**config.mk**
```make
export PLATFORM = sky130hd
export DESIGN_NAME = updown_counter_compare_gate
export DESIGN_NICKNAME = d
export VERILOG_FILES = /design/src/updown_counter_compare_gate.v
export VERILOG_INCLUDE_DIRS = /design/src /design/src/src
export SDC_FILE = /design/constraint.sdc
export NUM_CORES = 1
export LEC_CHECK = 0
export BUFFER_PORTS_ARGS = -buffer_cell sky130_fd_sc_hd__buf_2
export CELL_PAD_IN_SITES_DETAIL_PLACEMENT = 0
export CELL_PAD_IN_SITES_GLOBAL_PLACEMENT = 2
export CORE_AREA = 2 2 256 309
export DETAILED_ROUTE_END_ITERATION = 8
export DIE_AREA = 0 0 258 311
export PLACE_DENSITY_LB_ADDON = 0.1
export SLEW_MARGIN = 10
export SYNTH_ARGS = -nofsm -noshare
export SYNTH_HDL_FRONTEND = slang
export SYNTH_SLANG_ARGS = --single-unit
```
**constraint.sdc**
```tcl
create_clock -name CORE_CLK_I -period 8.5 [get_ports CORE_CLK_I]
set_input_delay 1.7 -clock CORE_CLK_I [delete_from_list [all_inputs] [get_ports CORE_CLK_I]]
set_output_delay 1.7 -clock CORE_CLK_I [all_outputs]
set_load 0.02 [all_outputs]
```
**src/updown_counter_defs.vh**
```
/*
  Constants for the up/down counter channel: register offsets, field
  positions, mode codes and timing counts.
  Assumes a 200 MHz core clock and a 32-bit AXI4-Lite register bus.
*/
`ifndef UPDOWN_COUNTER_DEFS_VH
`define UPDOWN_COUNTER_DEFS_VH

// ==========================================================================
// Register byte offsets
`define OFS_CTRL     8'h00
`define OFS_LOAD     8'h04
`define OFS_END      8'h08
`define OFS_CMPV     8'h0C
`define OFS_OUTCFG   8'h10
`define OFS_COUNT    8'h14
`define OFS_LATCH    8'h18
`define OFS_STATUS   8'h1C
`define OFS_IRQEN    8'h20

// ==========================================================================
// Control register fields
`define CTRL_SWGATE  0
`define CTRL_ABORT   1
`define CTRL_PERIOD  2
`define CTRL_DIR_LO  3
`define CTRL_DIR_HI  4
`define CTRL_HWGEN   5
`define CTRL_OUTCTL  6
`define CTRL_PWM     7

// Main direction codes
`define DIR_NONE     2'h0
`define DIR_FWD      2'h1
`define DIR_BWD      2'h2

// Output mode codes (OUTCFG[1:0]), pulse duration OUTCFG[15:8], hyst [23:16]
`define OM_NONE      2'h0
`define OM_GE        2'h1
`define OM_LE        2'h2
`define OM_PULSE     2'h3

// Status bits (bits 0 to 3 write one to clear; OUTPUT and GATE are read-only)
`define ST_CMP       0
`define ST_OFLW      1
`define ST_UFLW      2
`define ST_END       3
`define ST_OUTPUT    4
`define ST_GATE      5

// Count limits
`define CNT_MAX      32'h7FFFFFFF
`define CNT_MIN      32'h80000000

// Pulse step of 2 ms at 200 MHz: 2e6 ns / 5 ns
`define STEP_NS      2000000
`define CLK_NS       5
`define STEP_CYC     (`STEP_NS / `CLK_NS)

`endif

```
**src/updown_counter_compare_gate.v**
```verilog
/*
  One up/down counter channel with gate logic, end-value reload,
  comparator output with pulse timer and hysteresis, and an optional
  hardware gate and latch input (counter three only).
  Assumes count pulses and direction come from pins on any timing;
  they are synchronised here. Registers sit on an AXI4-Lite slave.
*/
// Local design decisions: the AXI4-Lite slave port and the address map.
`timescale 1ns/10ps
`include "updown_counter_defs.vh"
module updown_counter_compare_gate #(
  parameter        IS_COUNTER3 = 1,
  parameter [31:0] STEP_CYCLES = `STEP_CYC
) (
  // Clock and reset
  input  wire        CORE_CLK_I,
  input  wire        RST_I,
  // Pins
  input  wire        COUNT_PULSE_I,
  input  wire        COUNT_DIR_I,
  input  wire        HW_GATE_I,
  input  wire        LATCH_I,
  input  wire        DIGITAL_IN_OUT_I,
  output reg         CHANNEL_OUT_O,
  output reg         IRQ_O,
  // AXI4-Lite write address
  input  wire [7:0]  S_AXI_AWADDR_I,
  input  wire        S_AXI_AWVALID_I,
  output wire        S_AXI_AWREADY_O,
  // AXI4-Lite write data
  input  wire [31:0] S_AXI_WDATA_I,
  input  wire [3:0]  S_AXI_WSTRB_I,
  input  wire        S_AXI_WVALID_I,
  output wire        S_AXI_WREADY_O,
  // AXI4-Lite write response
  output reg  [1:0]  S_AXI_BRESP_O,
  output reg         S_AXI_BVALID_O,
  input  wire        S_AXI_BREADY_I,
  // AXI4-Lite read
  input  wire [7:0]  S_AXI_ARADDR_I,
  input  wire        S_AXI_ARVALID_I,
  output wire        S_AXI_ARREADY_O,
  output reg  [31:0] S_AXI_RDATA_O,
  output reg  [1:0]  S_AXI_RRESP_O,
  output reg         S_AXI_RVALID_O,
  input  wire        S_AXI_RREADY_I
);
  // ========================================================================
  // Pin synchronisers
  reg [1:0] pulse_s;
  reg [1:0] dir_s;
  reg [1:0] hwg_s;
  reg [1:0] latch_s;
  reg       pulse_d;
  reg       hwg_d;
  reg       latch_d;
  always @(posedge CORE_CLK_I) begin
    if (RST_I) begin
      pulse_s <= 2'h0;
      dir_s   <= 2'h0;
      hwg_s   <= 2'h0;
      latch_s <= 2'h0;
      pulse_d <= 1'b0;
      hwg_d   <= 1'b0;
      latch_d <= 1'b0;
    end else begin
      pulse_s <= {pulse_s[0], COUNT_PULSE_I};
      dir_s   <= {dir_s[0], COUNT_DIR_I};
      hwg_s   <= {hwg_s[0], HW_GATE_I};
      latch_s <= {latch_s[0], LATCH_I};
      pulse_d <= pulse_s[1];
      hwg_d   <= hwg_s[1];
      latch_d <= latch_s[1];
    end
  end
  // ========================================================================
  // Registers
  reg         [7:0]  ctrl;
  reg  signed [31:0] load_value;
  reg  signed [31:0] end_value;
  reg  signed [31:0] cmp_value;
  reg         [23:0] out_cfg;
  reg  signed [31:0] count;
  reg  signed [31:0] latched_count_value;
  reg                compare_status_bit;
  reg                overflow_status_bit;
  reg                underflow_status_bit;
  reg                end_status_bit;
  reg         [4:0]  irq_en;
  wire       sw_gate  = ctrl[`CTRL_SWGATE];
  wire       abort_md = ctrl[`CTRL_ABORT];
  wire       periodic = ctrl[`CTRL_PERIOD];
  wire [1:0] main_dir = ctrl[`CTRL_DIR_HI:`CTRL_DIR_LO];
  wire       hwg_on   = (IS_COUNTER3 != 0) && ctrl[`CTRL_HWGEN];
  wire [1:0] out_mode = out_cfg[1:0];
  // ========================================================================
  // AXI4-Lite slave: address and data taken together, one at a time
  wire       wr_go = S_AXI_AWVALID_I && S_AXI_WVALID_I && !S_AXI_BVALID_O;
  wire       rd_go = S_AXI_ARVALID_I && !S_AXI_RVALID_O;
  assign S_AXI_AWREADY_O = wr_go;
  assign S_AXI_WREADY_O  = wr_go;
  assign S_AXI_ARREADY_O = rd_go;
  wire [7:0] wa = S_AXI_AWADDR_I;
  wire       wr_ok = (wa[1:0] == 2'h0) && (wa <= `OFS_IRQEN);
  wire       wfull = (S_AXI_WSTRB_I == 4'hF);
  wire       w_ctrl = wr_go && wfull && (wa == `OFS_CTRL);
  wire       w_stat = wr_go && wfull && (wa == `OFS_STATUS);
  // End value legality per main direction
  function end_legal;
    input [1:0]         dir;
    input signed [31:0] v;
    begin
      end_legal = !((dir == `DIR_FWD && v == `CNT_MIN) ||
                    (dir == `DIR_BWD && v == `CNT_MAX));
    end
  endfunction
  // ========================================================================
  // Gate logic
  wire sw_rise  = w_ctrl && S_AXI_WDATA_I[`CTRL_SWGATE] && !sw_gate;
  wire hwg_rise = hwg_s[1] && !hwg_d;
  wire hwg_fall = !hwg_s[1] && hwg_d;
  reg  auto_closed;
  reg  hw_armed;
  wire igate = sw_gate && (!hwg_on || hwg_s[1]) && !auto_closed;
  wire pwm_on = ctrl[`CTRL_PWM];
  wire run    = igate && !pwm_on;
  // Gate reopening decides between restart and continue
  reg  reopen;
  reg  restart;
  always @* begin
    reopen  = 1'b0;
    restart = 1'b0;
    if (!hwg_on) begin
      reopen  = sw_rise;
      restart = sw_rise && (abort_md || auto_closed);
    end else if (auto_closed) begin
      reopen  = (hwg_rise && sw_gate) || (sw_rise && hw_armed);
      restart = reopen;
    end else begin
      reopen  = (sw_rise && hwg_s[1]) || (hwg_rise && sw_gate);
      restart = hwg_rise && sw_gate && abort_md;
    end
  end
  // ========================================================================
  // Counting
  wire        cnt_evt = pulse_s[1] && !pulse_d && run;
  wire        up      = dir_s[1];
  reg  signed [31:0] next_count;
  reg         next_close;
  reg         ev_of;
  reg         ev_uf;
  reg         ev_end;
  always @* begin
    next_count = count;
    next_close = 1'b0;
    ev_of      = 1'b0;
    ev_uf      = 1'b0;
    ev_end     = 1'b0;
    if (cnt_evt) begin
      if (main_dir == `DIR_FWD && up && count == end_value - 32'sh1) begin
        next_count = load_value;
        next_close = !periodic;
        ev_end     = 1'b1;
      end else if (main_dir == `DIR_BWD && !up && count == end_value + 32'sh1) begin
        next_count = load_value;
        next_close = !periodic;
        ev_end     = 1'b1;
      end else if (up && count == `CNT_MAX) begin
        ev_of      = 1'b1;
        next_count = periodic ? load_value : `CNT_MIN;
        next_close = !periodic && main_dir == `DIR_NONE;
      end else if (!up && count == `CNT_MIN) begin
        ev_uf      = 1'b1;
        next_count = periodic ? load_value : `CNT_MAX;
        next_close = !periodic && main_dir == `DIR_NONE;
      end else begin
        next_count = up ? count + 32'sh1 : count - 32'sh1;
      end
    end
  end
  // ========================================================================
  // Comparator with hysteresis
  reg  [7:0]  hyst;
  reg         hyst_lock;
  reg  signed [31:0] hyst_ref;
  wire signed [31:0] hyst_w = {24'h0, hyst};
  wire        hyst_act = (hyst > 8'h01);
  wire        raw_ge = count >= cmp_value;
  wire        raw_le = count <= cmp_value;
  wire        raw_eq = count == cmp_value;
  wire        away = (count >= hyst_ref + hyst_w) || (count <= hyst_ref - hyst_w);
  reg         cond;
  always @* begin
    case (out_mode)
      `OM_GE:    cond = raw_ge;
      `OM_LE:    cond = raw_le;
      `OM_PULSE: cond = raw_eq;
      default:   cond = 1'b0;
    endcase
  end
  wire cond_f = hyst_lock ? cond || !away : cond;
  reg  prev_cond;
  reg  cnt_evt_d;
  wire from_main = (main_dir == `DIR_NONE) ||
                   (main_dir == `DIR_FWD && up) || (main_dir == `DIR_BWD && !up);
  wire cmp_hit = cond_f && !prev_cond && cnt_evt_d && from_main;
  reg  [7:0]  pulse_len;
  reg  [7:0]  pulse_steps;
  reg  [31:0] step_cnt;
  reg         pulse_on;
  reg         output_state_bit;
  // ========================================================================
  // Main sequential process
  always @(posedge CORE_CLK_I) begin
    if (RST_I) begin
      ctrl <= 8'h00;
      load_value <= 32'h00000000;
      end_value <= `CNT_MAX;
      cmp_value <= 32'h00000000;
      out_cfg <= 24'h000000;
      count <= 32'h00000000;
      latched_count_value <= 32'h00000000;
      compare_status_bit <= 1'b0;
      overflow_status_bit <= 1'b0;
      underflow_status_bit <= 1'b0;
      end_status_bit <= 1'b0;
      irq_en <= 5'h00;
      auto_closed <= 1'b0;
      hw_armed <= 1'b0;
      hyst <= 8'h00;
      hyst_lock <= 1'b0;
      hyst_ref <= 32'h00000000;
      prev_cond <= 1'b0;
      cnt_evt_d <= 1'b0;
      pulse_len <= 8'h00;
      pulse_steps <= 8'h00;
      step_cnt <= 32'h00000000;
      pulse_on <= 1'b0;
      output_state_bit <= 1'b0;
      IRQ_O <= 1'b0;
      CHANNEL_OUT_O <= 1'b0;
      S_AXI_BVALID_O <= 1'b0;
      S_AXI_BRESP_O <= 2'h0;
      S_AXI_RVALID_O <= 1'b0;
      S_AXI_RRESP_O <= 2'h0;
      S_AXI_RDATA_O <= 32'h00000000;
    end else begin
      cnt_evt_d <= cnt_evt;
      // Register writes
      if (wr_go) begin
        S_AXI_BVALID_O <= 1'b1;
        S_AXI_BRESP_O  <= (wr_ok && wfull) ? 2'h0 : 2'h2;
        if (wfull) begin
          case (wa)
            `OFS_CTRL:   ctrl <= S_AXI_WDATA_I[7:0];
            `OFS_LOAD:   load_value <= S_AXI_WDATA_I;
            `OFS_END:    if (end_legal(main_dir, S_AXI_WDATA_I))
                           end_value <= S_AXI_WDATA_I;
            `OFS_CMPV:   cmp_value <= S_AXI_WDATA_I;
            `OFS_OUTCFG: out_cfg <= S_AXI_WDATA_I[23:0];
            `OFS_IRQEN:  irq_en <= S_AXI_WDATA_I[4:0];
            default:     ;
          endcase
        end
      end else if (S_AXI_BREADY_I) begin
        S_AXI_BVALID_O <= 1'b0;
      end
      // Register reads
      if (rd_go) begin
        S_AXI_RVALID_O <= 1'b1;
        S_AXI_RRESP_O  <= 2'h0;
        case (S_AXI_ARADDR_I)
          `OFS_CTRL:   S_AXI_RDATA_O <= {24'h0, ctrl};
          `OFS_LOAD:   S_AXI_RDATA_O <= load_value;
          `OFS_END:    S_AXI_RDATA_O <= end_value;
          `OFS_CMPV:   S_AXI_RDATA_O <= cmp_value;
          `OFS_OUTCFG: S_AXI_RDATA_O <= {8'h0, out_cfg};
          `OFS_COUNT:  S_AXI_RDATA_O <= count;
          `OFS_LATCH:  S_AXI_RDATA_O <= latched_count_value;
          `OFS_STATUS: S_AXI_RDATA_O <= {26'h0, igate, output_state_bit, end_status_bit,
                                         underflow_status_bit, overflow_status_bit,
                                         compare_status_bit};
          `OFS_IRQEN:  S_AXI_RDATA_O <= {27'h0, irq_en};
          default: begin
            S_AXI_RDATA_O <= 32'h00000000;
            S_AXI_RRESP_O <= 2'h2;
          end
        endcase
      end else if (S_AXI_RREADY_I) begin
        S_AXI_RVALID_O <= 1'b0;
      end
      // Count, reload and automatic gate close
      if (reopen && restart)
        count <= load_value;
      else
        count <= next_count;
      if (next_close)
        auto_closed <= 1'b1;
      else if (reopen)
        auto_closed <= 1'b0;
      if (!auto_closed || !hwg_on)
        hw_armed <= 1'b0;
      else if (hwg_rise)
        hw_armed <= 1'b1;
      if (latch_s[1] && !latch_d && run && IS_COUNTER3 != 0)
        latched_count_value <= count;
      // Hysteresis band, new width taken on every cycle the band is unlocked
      prev_cond <= cond_f;
      if (cond && !prev_cond && hyst_act && !hyst_lock) begin
        hyst_lock <= 1'b1;
        hyst_ref  <= count;
      end else if (hyst_lock && away) begin
        hyst_lock <= 1'b0;
      end
      if (!hyst_lock)
        hyst <= out_cfg[23:16];

      // Pulse timer
      if (pulse_on) begin
        if (step_cnt == STEP_CYCLES - 32'h1) begin
          step_cnt <= 32'h00000000;
          pulse_steps <= pulse_steps + 8'h01;
          if (pulse_steps + 8'h01 >= pulse_len)
            pulse_on <= 1'b0;
        end else begin
          step_cnt <= step_cnt + 32'h1;
        end
      end else if (out_mode == `OM_PULSE && cmp_hit && ctrl[`CTRL_OUTCTL]
                   && out_cfg[15:8] != 8'h00) begin
        pulse_on <= 1'b1;
        pulse_len <= out_cfg[15:8];
        pulse_steps <= 8'h00;
        step_cnt <= 32'h00000000;
      end
      // Output pin
      case (out_mode)
        `OM_NONE:  output_state_bit <= 1'b0;
        `OM_PULSE: output_state_bit <= ctrl[`CTRL_OUTCTL] &&
                     ((out_cfg[15:8] == 8'h00) ? cond_f : pulse_on);
        default:   output_state_bit <= ctrl[`CTRL_OUTCTL] && cond_f;
      endcase
      CHANNEL_OUT_O <= (out_mode == `OM_NONE) ? DIGITAL_IN_OUT_I : output_state_bit;
      // Status bits: set wins over clear
      if (out_mode == `OM_NONE)
        compare_status_bit <= 1'b0;
      else if (cond_f && (out_mode != `OM_PULSE || cmp_hit))
        compare_status_bit <= 1'b1;
      else if (w_stat && S_AXI_WDATA_I[`ST_CMP] && !cond_f && !pulse_on)
        compare_status_bit <= 1'b0;
      if (ev_of)
        overflow_status_bit <= 1'b1;
      else if (w_stat && S_AXI_WDATA_I[`ST_OFLW])
        overflow_status_bit <= 1'b0;
      if (ev_uf)
        underflow_status_bit <= 1'b1;
      else if (w_stat && S_AXI_WDATA_I[`ST_UFLW])
        underflow_status_bit <= 1'b0;
      if (ev_end)
        end_status_bit <= 1'b1;
      else if (w_stat && S_AXI_WDATA_I[`ST_END])
        end_status_bit <= 1'b0;

      // One-cycle interrupt pulse
      IRQ_O <= (irq_en[0] && cmp_hit && out_mode != `OM_NONE) ||
               (irq_en[1] && (ev_of || (ev_end && up))) ||
               (irq_en[2] && (ev_uf || (ev_end && !up))) ||
               (IS_COUNTER3 == 0 && sw_gate && irq_en[3] && hwg_rise) ||
               (IS_COUNTER3 == 0 && sw_gate && irq_en[4] && hwg_fall);
    end
  end

endmodule

```
* Yosys cells after proc, flatten, opt, wreduce, memory -nomap -nowiden
Cells that the tools add are included.
** Cells by class
- Divide/modulo/power cells :: 0
- Mux-type cells :: 64
- Bitwise gates (word level) :: 2
- $add $sub $neg :: 8
- Reductions and logical operators :: 118
- Equality and inequality tests :: 30
- Multipliers :: 0
- Magnitude comparators :: 7
- Shift operators :: 0
** Operators by type and width (number)
- two-way mux 32 bit :: 12
- case mux 32 bit (9 select lines) :: 1
- == test 32 bit :: 3
- adder 32 x 2 -> 32 bit, second input constant :: 2
- == test 32 x 31 -> 1 bit, second input constant :: 2
- == test 32 bit, second input constant :: 2
- >= comparator 32 bit :: 2
- <= comparator 32 bit :: 2
- subtractor 32 x 2 -> 32 bit, second input constant :: 2
- logical AND 1 bit :: 58
- == test 8 x 5 -> 1 bit, second input constant :: 6
- two-way mux 1 bit :: 44
- adder 32 x 1 -> 32 bit, second input constant :: 1
- adder 32 x 9 -> 32 bit :: 1
- == test 32 x 19 -> 1 bit, second input constant :: 1
- == test 8 x 4 -> 1 bit, second input constant :: 4
- subtractor 32 x 9 -> 32 bit :: 1
- zero test 8 bit :: 3
- two-way mux 8 bit :: 3
- nonzero test 2 bit :: 11
- == test 8 x 3 -> 1 bit, second input constant :: 2
- == test 8 x 6 -> 1 bit, second input constant :: 2
- zero test 1 bit :: 16
- logical OR 1 bit :: 15
- other kinds (20) :: 33
** Word-level totals
- Bits in writable memories :: 0
- Bits of input ports :: 64
- Output and inout port bits :: 43
- Memories kept :: 0
- Bits in registers :: 347
- Logic and storage cells :: 267
- Latch bits :: 0
- Memory bits (read-only) :: 0

* Logic depth before layout (Yosys ltp)
- Depth after elaboration :: 14
- Gate-level depth with buffers :: 26
- Mapped depth without buffers :: 24

* Worst setup path after synthesis
OpenSTA, ideal clock, no wires.
- Kind :: register to register
- From :: reg hyst[1]
- To :: reg step_cnt[14]
- Path slack :: 2821 ps
- Setup time :: 101 ps
- Buffers on the path :: 2
- Period minus slack after synthesis :: 5679 ps
- Data arrival time :: 5578 ps
- Stages on the path, launching flop included :: 26
- Path through :: dfxtp_1 -> inv_1 -> ha_1 -> nand2b_1 -> a21oi_1 -> o21ai_0 -> a21oi_1 -> o21bai_1 -> a2111oi_0 -> o21ai_0 -> or2_2 -> clkbuf_1 -> nor2_1 -> xnor2_1 -> ha_1 -> a21oi_1 -> nor2b_1 -> o21ai_0 -> a31oi_1 -> or4_1 -> o211ai_1 -> o211ai_1 -> a311oi_1 -> clkbuf_1 -> o21ai_0 -> o41ai_1
** Between the ends
- Longest elaborated chain between the ends :: 13
- Elaborated cells on any way between the ends :: 15
- Classes of those cells :: add/sub (2); order compare (2); mux (1); reduce/logical (10)
** Ends and longest elaborated chain
- start, declared :: line updown_counter_compare_gate.v:183 : reg [7:0] hyst;
- start signal, assigned :: line updown_counter_compare_gate.v:316 : hyst <= out_cfg[23:16];
- adder 32 x 9 -> 32 bit / subtractor 32 x 9 -> 32 bit (equally long branches) :: line updown_counter_compare_gate.v:191 : wire away = (count >= hyst_ref + hyst_w) || (count <= hyst_ref - hyst_w);
- >= comparator 32 bit / <= comparator 32 bit (equally long branches) :: line updown_counter_compare_gate.v:191
- logical OR 1 bit * :: line updown_counter_compare_gate.v:191
- zero test 1 bit * :: line updown_counter_compare_gate.v:201 : wire cond_f = hyst_lock ? cond || !away : cond;
- logical OR 1 bit * :: line updown_counter_compare_gate.v:201
- two-way mux 1 bit * :: line updown_counter_compare_gate.v:201
- logical AND 1 bit * (3 in a row) :: line updown_counter_compare_gate.v:206 : wire cmp_hit = cond_f && !prev_cond && cnt_evt_d && from_main;
- logical AND 1 bit * (3 in a row) :: line updown_counter_compare_gate.v:328 : end else if (out_mode == `OM_PULSE && cmp_hit && ctrl[`CTRL_OUTCTL]
- nonzero test 2 bit (no source line) *
- end signal, assigned :: line updown_counter_compare_gate.v:326 : step_cnt <= step_cnt + 32'h1;
- end, declared :: line updown_counter_compare_gate.v:209 : reg [31:0] step_cnt;
Every way passes the cells marked *; elsewhere a longest branch is shown, timed or not.
A chain may end at the register's enable or synchronous reset.

* Worst setup path in the final report
- From :: reg hyst[1]
- To :: reg pulse_len[0]
** Between the ends
- Longest elaborated chain between the ends :: 13
- Elaborated cells on any way between the ends :: 15
- Classes of those cells :: add/sub (2); order compare (2); mux (1); reduce/logical (10)
** Ends and longest elaborated chain
- adder 32 x 9 -> 32 bit / subtractor 32 x 9 -> 32 bit (equally long branches) :: line updown_counter_compare_gate.v:191
- >= comparator 32 bit / <= comparator 32 bit (equally long branches) :: line updown_counter_compare_gate.v:191
- logical OR 1 bit * :: line updown_counter_compare_gate.v:191
- zero test 1 bit * :: line updown_counter_compare_gate.v:201
- logical OR 1 bit * :: line updown_counter_compare_gate.v:201
- two-way mux 1 bit * :: line updown_counter_compare_gate.v:201
- logical AND 1 bit * (3 in a row) :: line updown_counter_compare_gate.v:206
- logical AND 1 bit * (3 in a row) :: line updown_counter_compare_gate.v:328
- AND reduction 2 bit (no source line) *
- end signal, assigned :: line updown_counter_compare_gate.v:331 : pulse_len <= out_cfg[15:8];
- end, declared :: line updown_counter_compare_gate.v:207 : reg [7:0] pulse_len;
Marked as above.

==> Flow_metrics.wiki <==
{| class="wikitable"
! Metric !! Value
|-
| Run status || completed
|-
| Clk buf depth || 3
|-
| Total power draw || 3882 uW
|-
| Per-instance average area after synthesis || 7.566 sq um
|-
| Post-cts gate resize count || 0
|-
| CP max FO || 8
|-
| Overall global routing resource usage || a little over a quarter
|-
| Total via count after detailed routing || 23276
|-
| Post-layout min period || about 7 ns
|-
| Count of cells along the worst hold path || 1
|-
| Setup repair after global routing missed its margin || false
|-
| Worst vdd rail ir drop || 0.0001290 V
|-
| Kind of cell adding the most delay to the critical path || compound AO/OA/AOI/OAI gates
|-
| Die boundary height || 311 um
|-
| Minimum hold slack || roughly 0.43 ns
|-
| Critical path buffer and inverter count || 1
|-
| DRC errors left || 0
|-
| Dominant cell type by area after synthesis || sky130_fd_sc_hd__dfxtp_1
|-
| Flop and latch count out of synthesis || 345
|-
| Post-CTS Hold Buffers || 0
|-
| Library cells used by synthesis || 83
|-
| Start-to-end type of the worst setup path || flip-flop to flip-flop
|-
| Non-filler cells, final || 4090
|-
| Sequential element share of the synthesized area || a little under a third
|-
| Number of buffers created by CTS || 44
|-
| Count of inserted antenna diode cells || 0
|-
| Clock sinks || 345
|-
| Final RePlAce weighted congestion || 0.8909
|-
| Full die area || 0.08024 sq mm
|-
| Width of the chip || 258 um
|-
| Vias in the first global route || between 20000 and 25000
|-
| Register clock-pin slew on the reported worst setup and hold paths || roughly 0.060 ns
|-
| Worst Path Required || 8.94 ns
|-
| Max Slew Vio Count || 0
|-
| Buffer cell driving the clock tree root || sky130_fd_sc_hd__clkbuf_16
|-
| Mapped cell area || 0.02295 sq mm
|-
| Number of design-rule violations left by the first detailed-router iteration || 1929
|-
| Largest clock skew in the final design || 0.02226 ns
|-
| Area post-placement || roughly 0.024 sq mm
|-
| CTS H-Tree Depth || 2
|-
| Worst-Skew Late Latency || 0.60 ns
|-
| Cell area power density || ~150 mW/mm^2
|-
| Area fraction of the dominant cell type after synthesis || 30.09%
|-
| First-pass GRT wire length || 156200 um
|-
| Total core area || 0.07721 sq mm
|-
| Post-detailed-routing wire length || 106800 um
|-
| Antenna violations before repair || 1
|-
| Most common flop cell mapped by yosys || sky130_fd_sc_hd__dfxtp_1
|-
| WL per Instance || 26.12 um
|-
| Quantity of I/O buffers inserted on ports || approximately 100
|-
| Fraction of final layout cells with drive strength greater than 1 || a little under 10%
|-
| Path category of the worst min-delay check || flip-flop to flip-flop
|-
| Number of max-capacitance violations reported || 0
|-
| Maximum number of pins on one net before global-route repair || 71
|-
| Category of the worst setup path capture point || flip-flop
|-
| Crit path launch type || flip-flop
|-
| DP HPWL || 76880 um
|-
| Length in cells of the worst reg-to-reg path || 23
|-
| Total number of cells along the worst setup path || 23
|-
| Number of setup buffers added after CTS || 0
|-
| Post-detailed-route via-to-cell ratio || 5.691
|-
| Drt first pass iters || 6
|-
| Clock tree from TritonCTS || built
|-
| Post-route design area || 0.02602 sq mm
|-
| Placed cell count || 4010
|-
| Data arrival at the endpoint of the critical path || ~7.3 ns
|-
| Relative slew slack || between 10% and 20%
|-
| Area growth, synth to finish || 13.37%
|-
| Warning count from the yosys run || 0
|-
| Starting density of the core || 29.73%
|-
| Post-synthesis cell count || 3034
|-
| Timing-limited maximum frequency || 145.7 MHz
|-
| Final Setup Violations || 0
|-
| Cells traversed along the worst timing path || inv_1 -> ha_1 -> nand2b_1 -> a21oi_1 -> o21ai_0 -> a21oi_1 -> o21bai_1 -> a2111oi_0 -> o21ai_0 -> or2_2 -> nor3_1 -> xnor2_1 -> ha_1 -> nand4_1 -> nor3_1 -> nand2_1 -> a41oi_1 -> or4_1 -> o211ai_1 -> o211a_1 -> nor4_2 -> mux2i_1 -> nor2_1
|-
| Standby leakage power || 0.009824 uW
|-
| Largest cells by area after synthesis || sky130_fd_sc_hd__dfxtp_1 30%, sky130_fd_sc_hd__nand2_1 8.5%, sky130_fd_sc_hd__ha_1 8.4%, sky130_fd_sc_hd__a21oi_1 6.8%, sky130_fd_sc_hd__mux2i_1 3.8%
|-
| DRT antenna net count || 0
|-
| Share of async-settable or async-resettable flops after synthesis || 0%
|-
| Share of the clock period used by the worst path || between 80% and 90%
|-
| Number of synthesized flops with an enable pin || 0
|-
| Highest cell delay on the worst timing path || 0.94 ns
|-
| Slowest-stage cell, CP || sky130_fd_sc_hd__nor4_2
|-
| Final #Nets || 3251
|-
| Fin. Hold Viols || 0
|-
| Final TNS setup || 0 ns
|-
| Remaining Overflow, GRT || 0
|-
| Worst-margin pin slew || 1.197 ns
|-
| Number of standard-cell rows in the floorplan || 112
|-
| Top-Level Pins || 107
|}
==> registers in the layout (all words and copies together) (netlist names), 5 cells and up <==
name and flops:
irq_en 5, load_value 32, cmp_value 32, latched_count_value 32, S_AXI_RDATA_O 32, ctrl 8, hyst_ref 32, out_cfg 24
pulse_steps 8, count 32, hyst 8, pulse_len 8, end_value 32, step_cnt 32
==> cell usage after synthesis (all sizes together), types with 22 or more instances <==
master and instances:
nand2 520, dfxtp 345, a21oi 311, nor2 222, clkbuf 193, ha 154
o21ai 140, inv 94, mux2i 86, nand3 85, xnor2 83, nand4 72
nor3 62, xor2 62, nor4 55, and3 50, nor2b 29, buf 28
o221ai 26, a221oi 25, a31oi 25, a211oi 24, o211ai 24, nand2b 22
==> logic make-up (layout without fill, tap and decap cells) <==
| logic type | count (synthesis) | in the layout | synth area share (%) |
|---|---|---|---|
| flops | 345 | 345 | 30.09 |
| xor+xnor | 145 | 145 | 5.533 |
| fa+ha+maj | 157 | 157 | 8.656 |
| mux | 99 | 99 | 4.388 |
| simple gates | 1226 | 1226 | 25.29 |
| buf+inv | 316 | 345 | 5.413 |
| compound gates | 745 | 745 | 20.62 |
| other cells | 1 | 2 | 0.01634 |
==> per-layer routing <==
metal	up-vias	share of wire, %	wire (um)	track usage [%]
met2	765	47	50530	43.82
met1	11399	42	45200	32.98
met3	182	5.0	5367	3.087
li1	10928	-	-	-
met4	2	5.4	5725	12.66
met5	-	0.012	13	0
==> worst paths after layout <==
path / startpoint / endpoint / slack [ns]
worst max-delay path: hyst[1] / pulse_len[0] / 1.64
worst max register to register: hyst[1] / pulse_len[0] / 1.64
worst min register to register: dir_s[0] / dir_s[1] / 0.43
worst min-delay path: dir_s[0] / dir_s[1] / 0.43
==> per-stage QoR <==
| step | utilization, % | worst slack [ns] |
|---|---|---|
| floorplan | - | 2.821 |
| global placement | 31.66 | 1.736 |
| detailed placement | 31.66 | 1.630 |
| CTS | 33.70 | 1.587 |
| global route | 33.70 | 0.9519 |
| finish | 33.70 | 1.637 |
==> power by group <==
group	internal [uW]	switching, uW
Sequential	1620	2.99
Combinational	44.7	126
Clock	1270	819
==> area by class of cell <==
| cell class | instances | area (sq um) |
|---|---|---|
| Timing Repair Buffer | 170 | 1026 |
| Inverter | 95 | 356.6 |
| Multi-Input combinational cell | 2374 | 14870 |
| Clock buffer | 62 | 1279 |
| Clock inverter | 18 | 301.5 |
| Sequential cell | 345 | 6908 |
| Fill cell | 8202 | 51190 |
| Tap cell | 1026 | 1284 |
==> placed cells by master, fill, tap and decap left out, types with 66 or more instances in the layout <==
cell type / instances
sky130_fd_sc_hd__dfxtp_1: 344
sky130_fd_sc_hd__ha_1: 154
sky130_fd_sc_hd__buf_2: 103
sky130_fd_sc_hd__nand4_1: 72
sky130_fd_sc_hd__buf_4: 66
sky130_fd_sc_hd__nand3_1: 84
sky130_fd_sc_hd__xnor2_1: 83
sky130_fd_sc_hd__o21ai_0: 140
sky130_fd_sc_hd__mux2i_1: 86
sky130_fd_sc_hd__a21oi_1: 311
sky130_fd_sc_hd__nor2_1: 218
sky130_fd_sc_hd__nand2_1: 519
sky130_fd_sc_hd__inv_1: 93
Power figures use the tool's default switching activity.
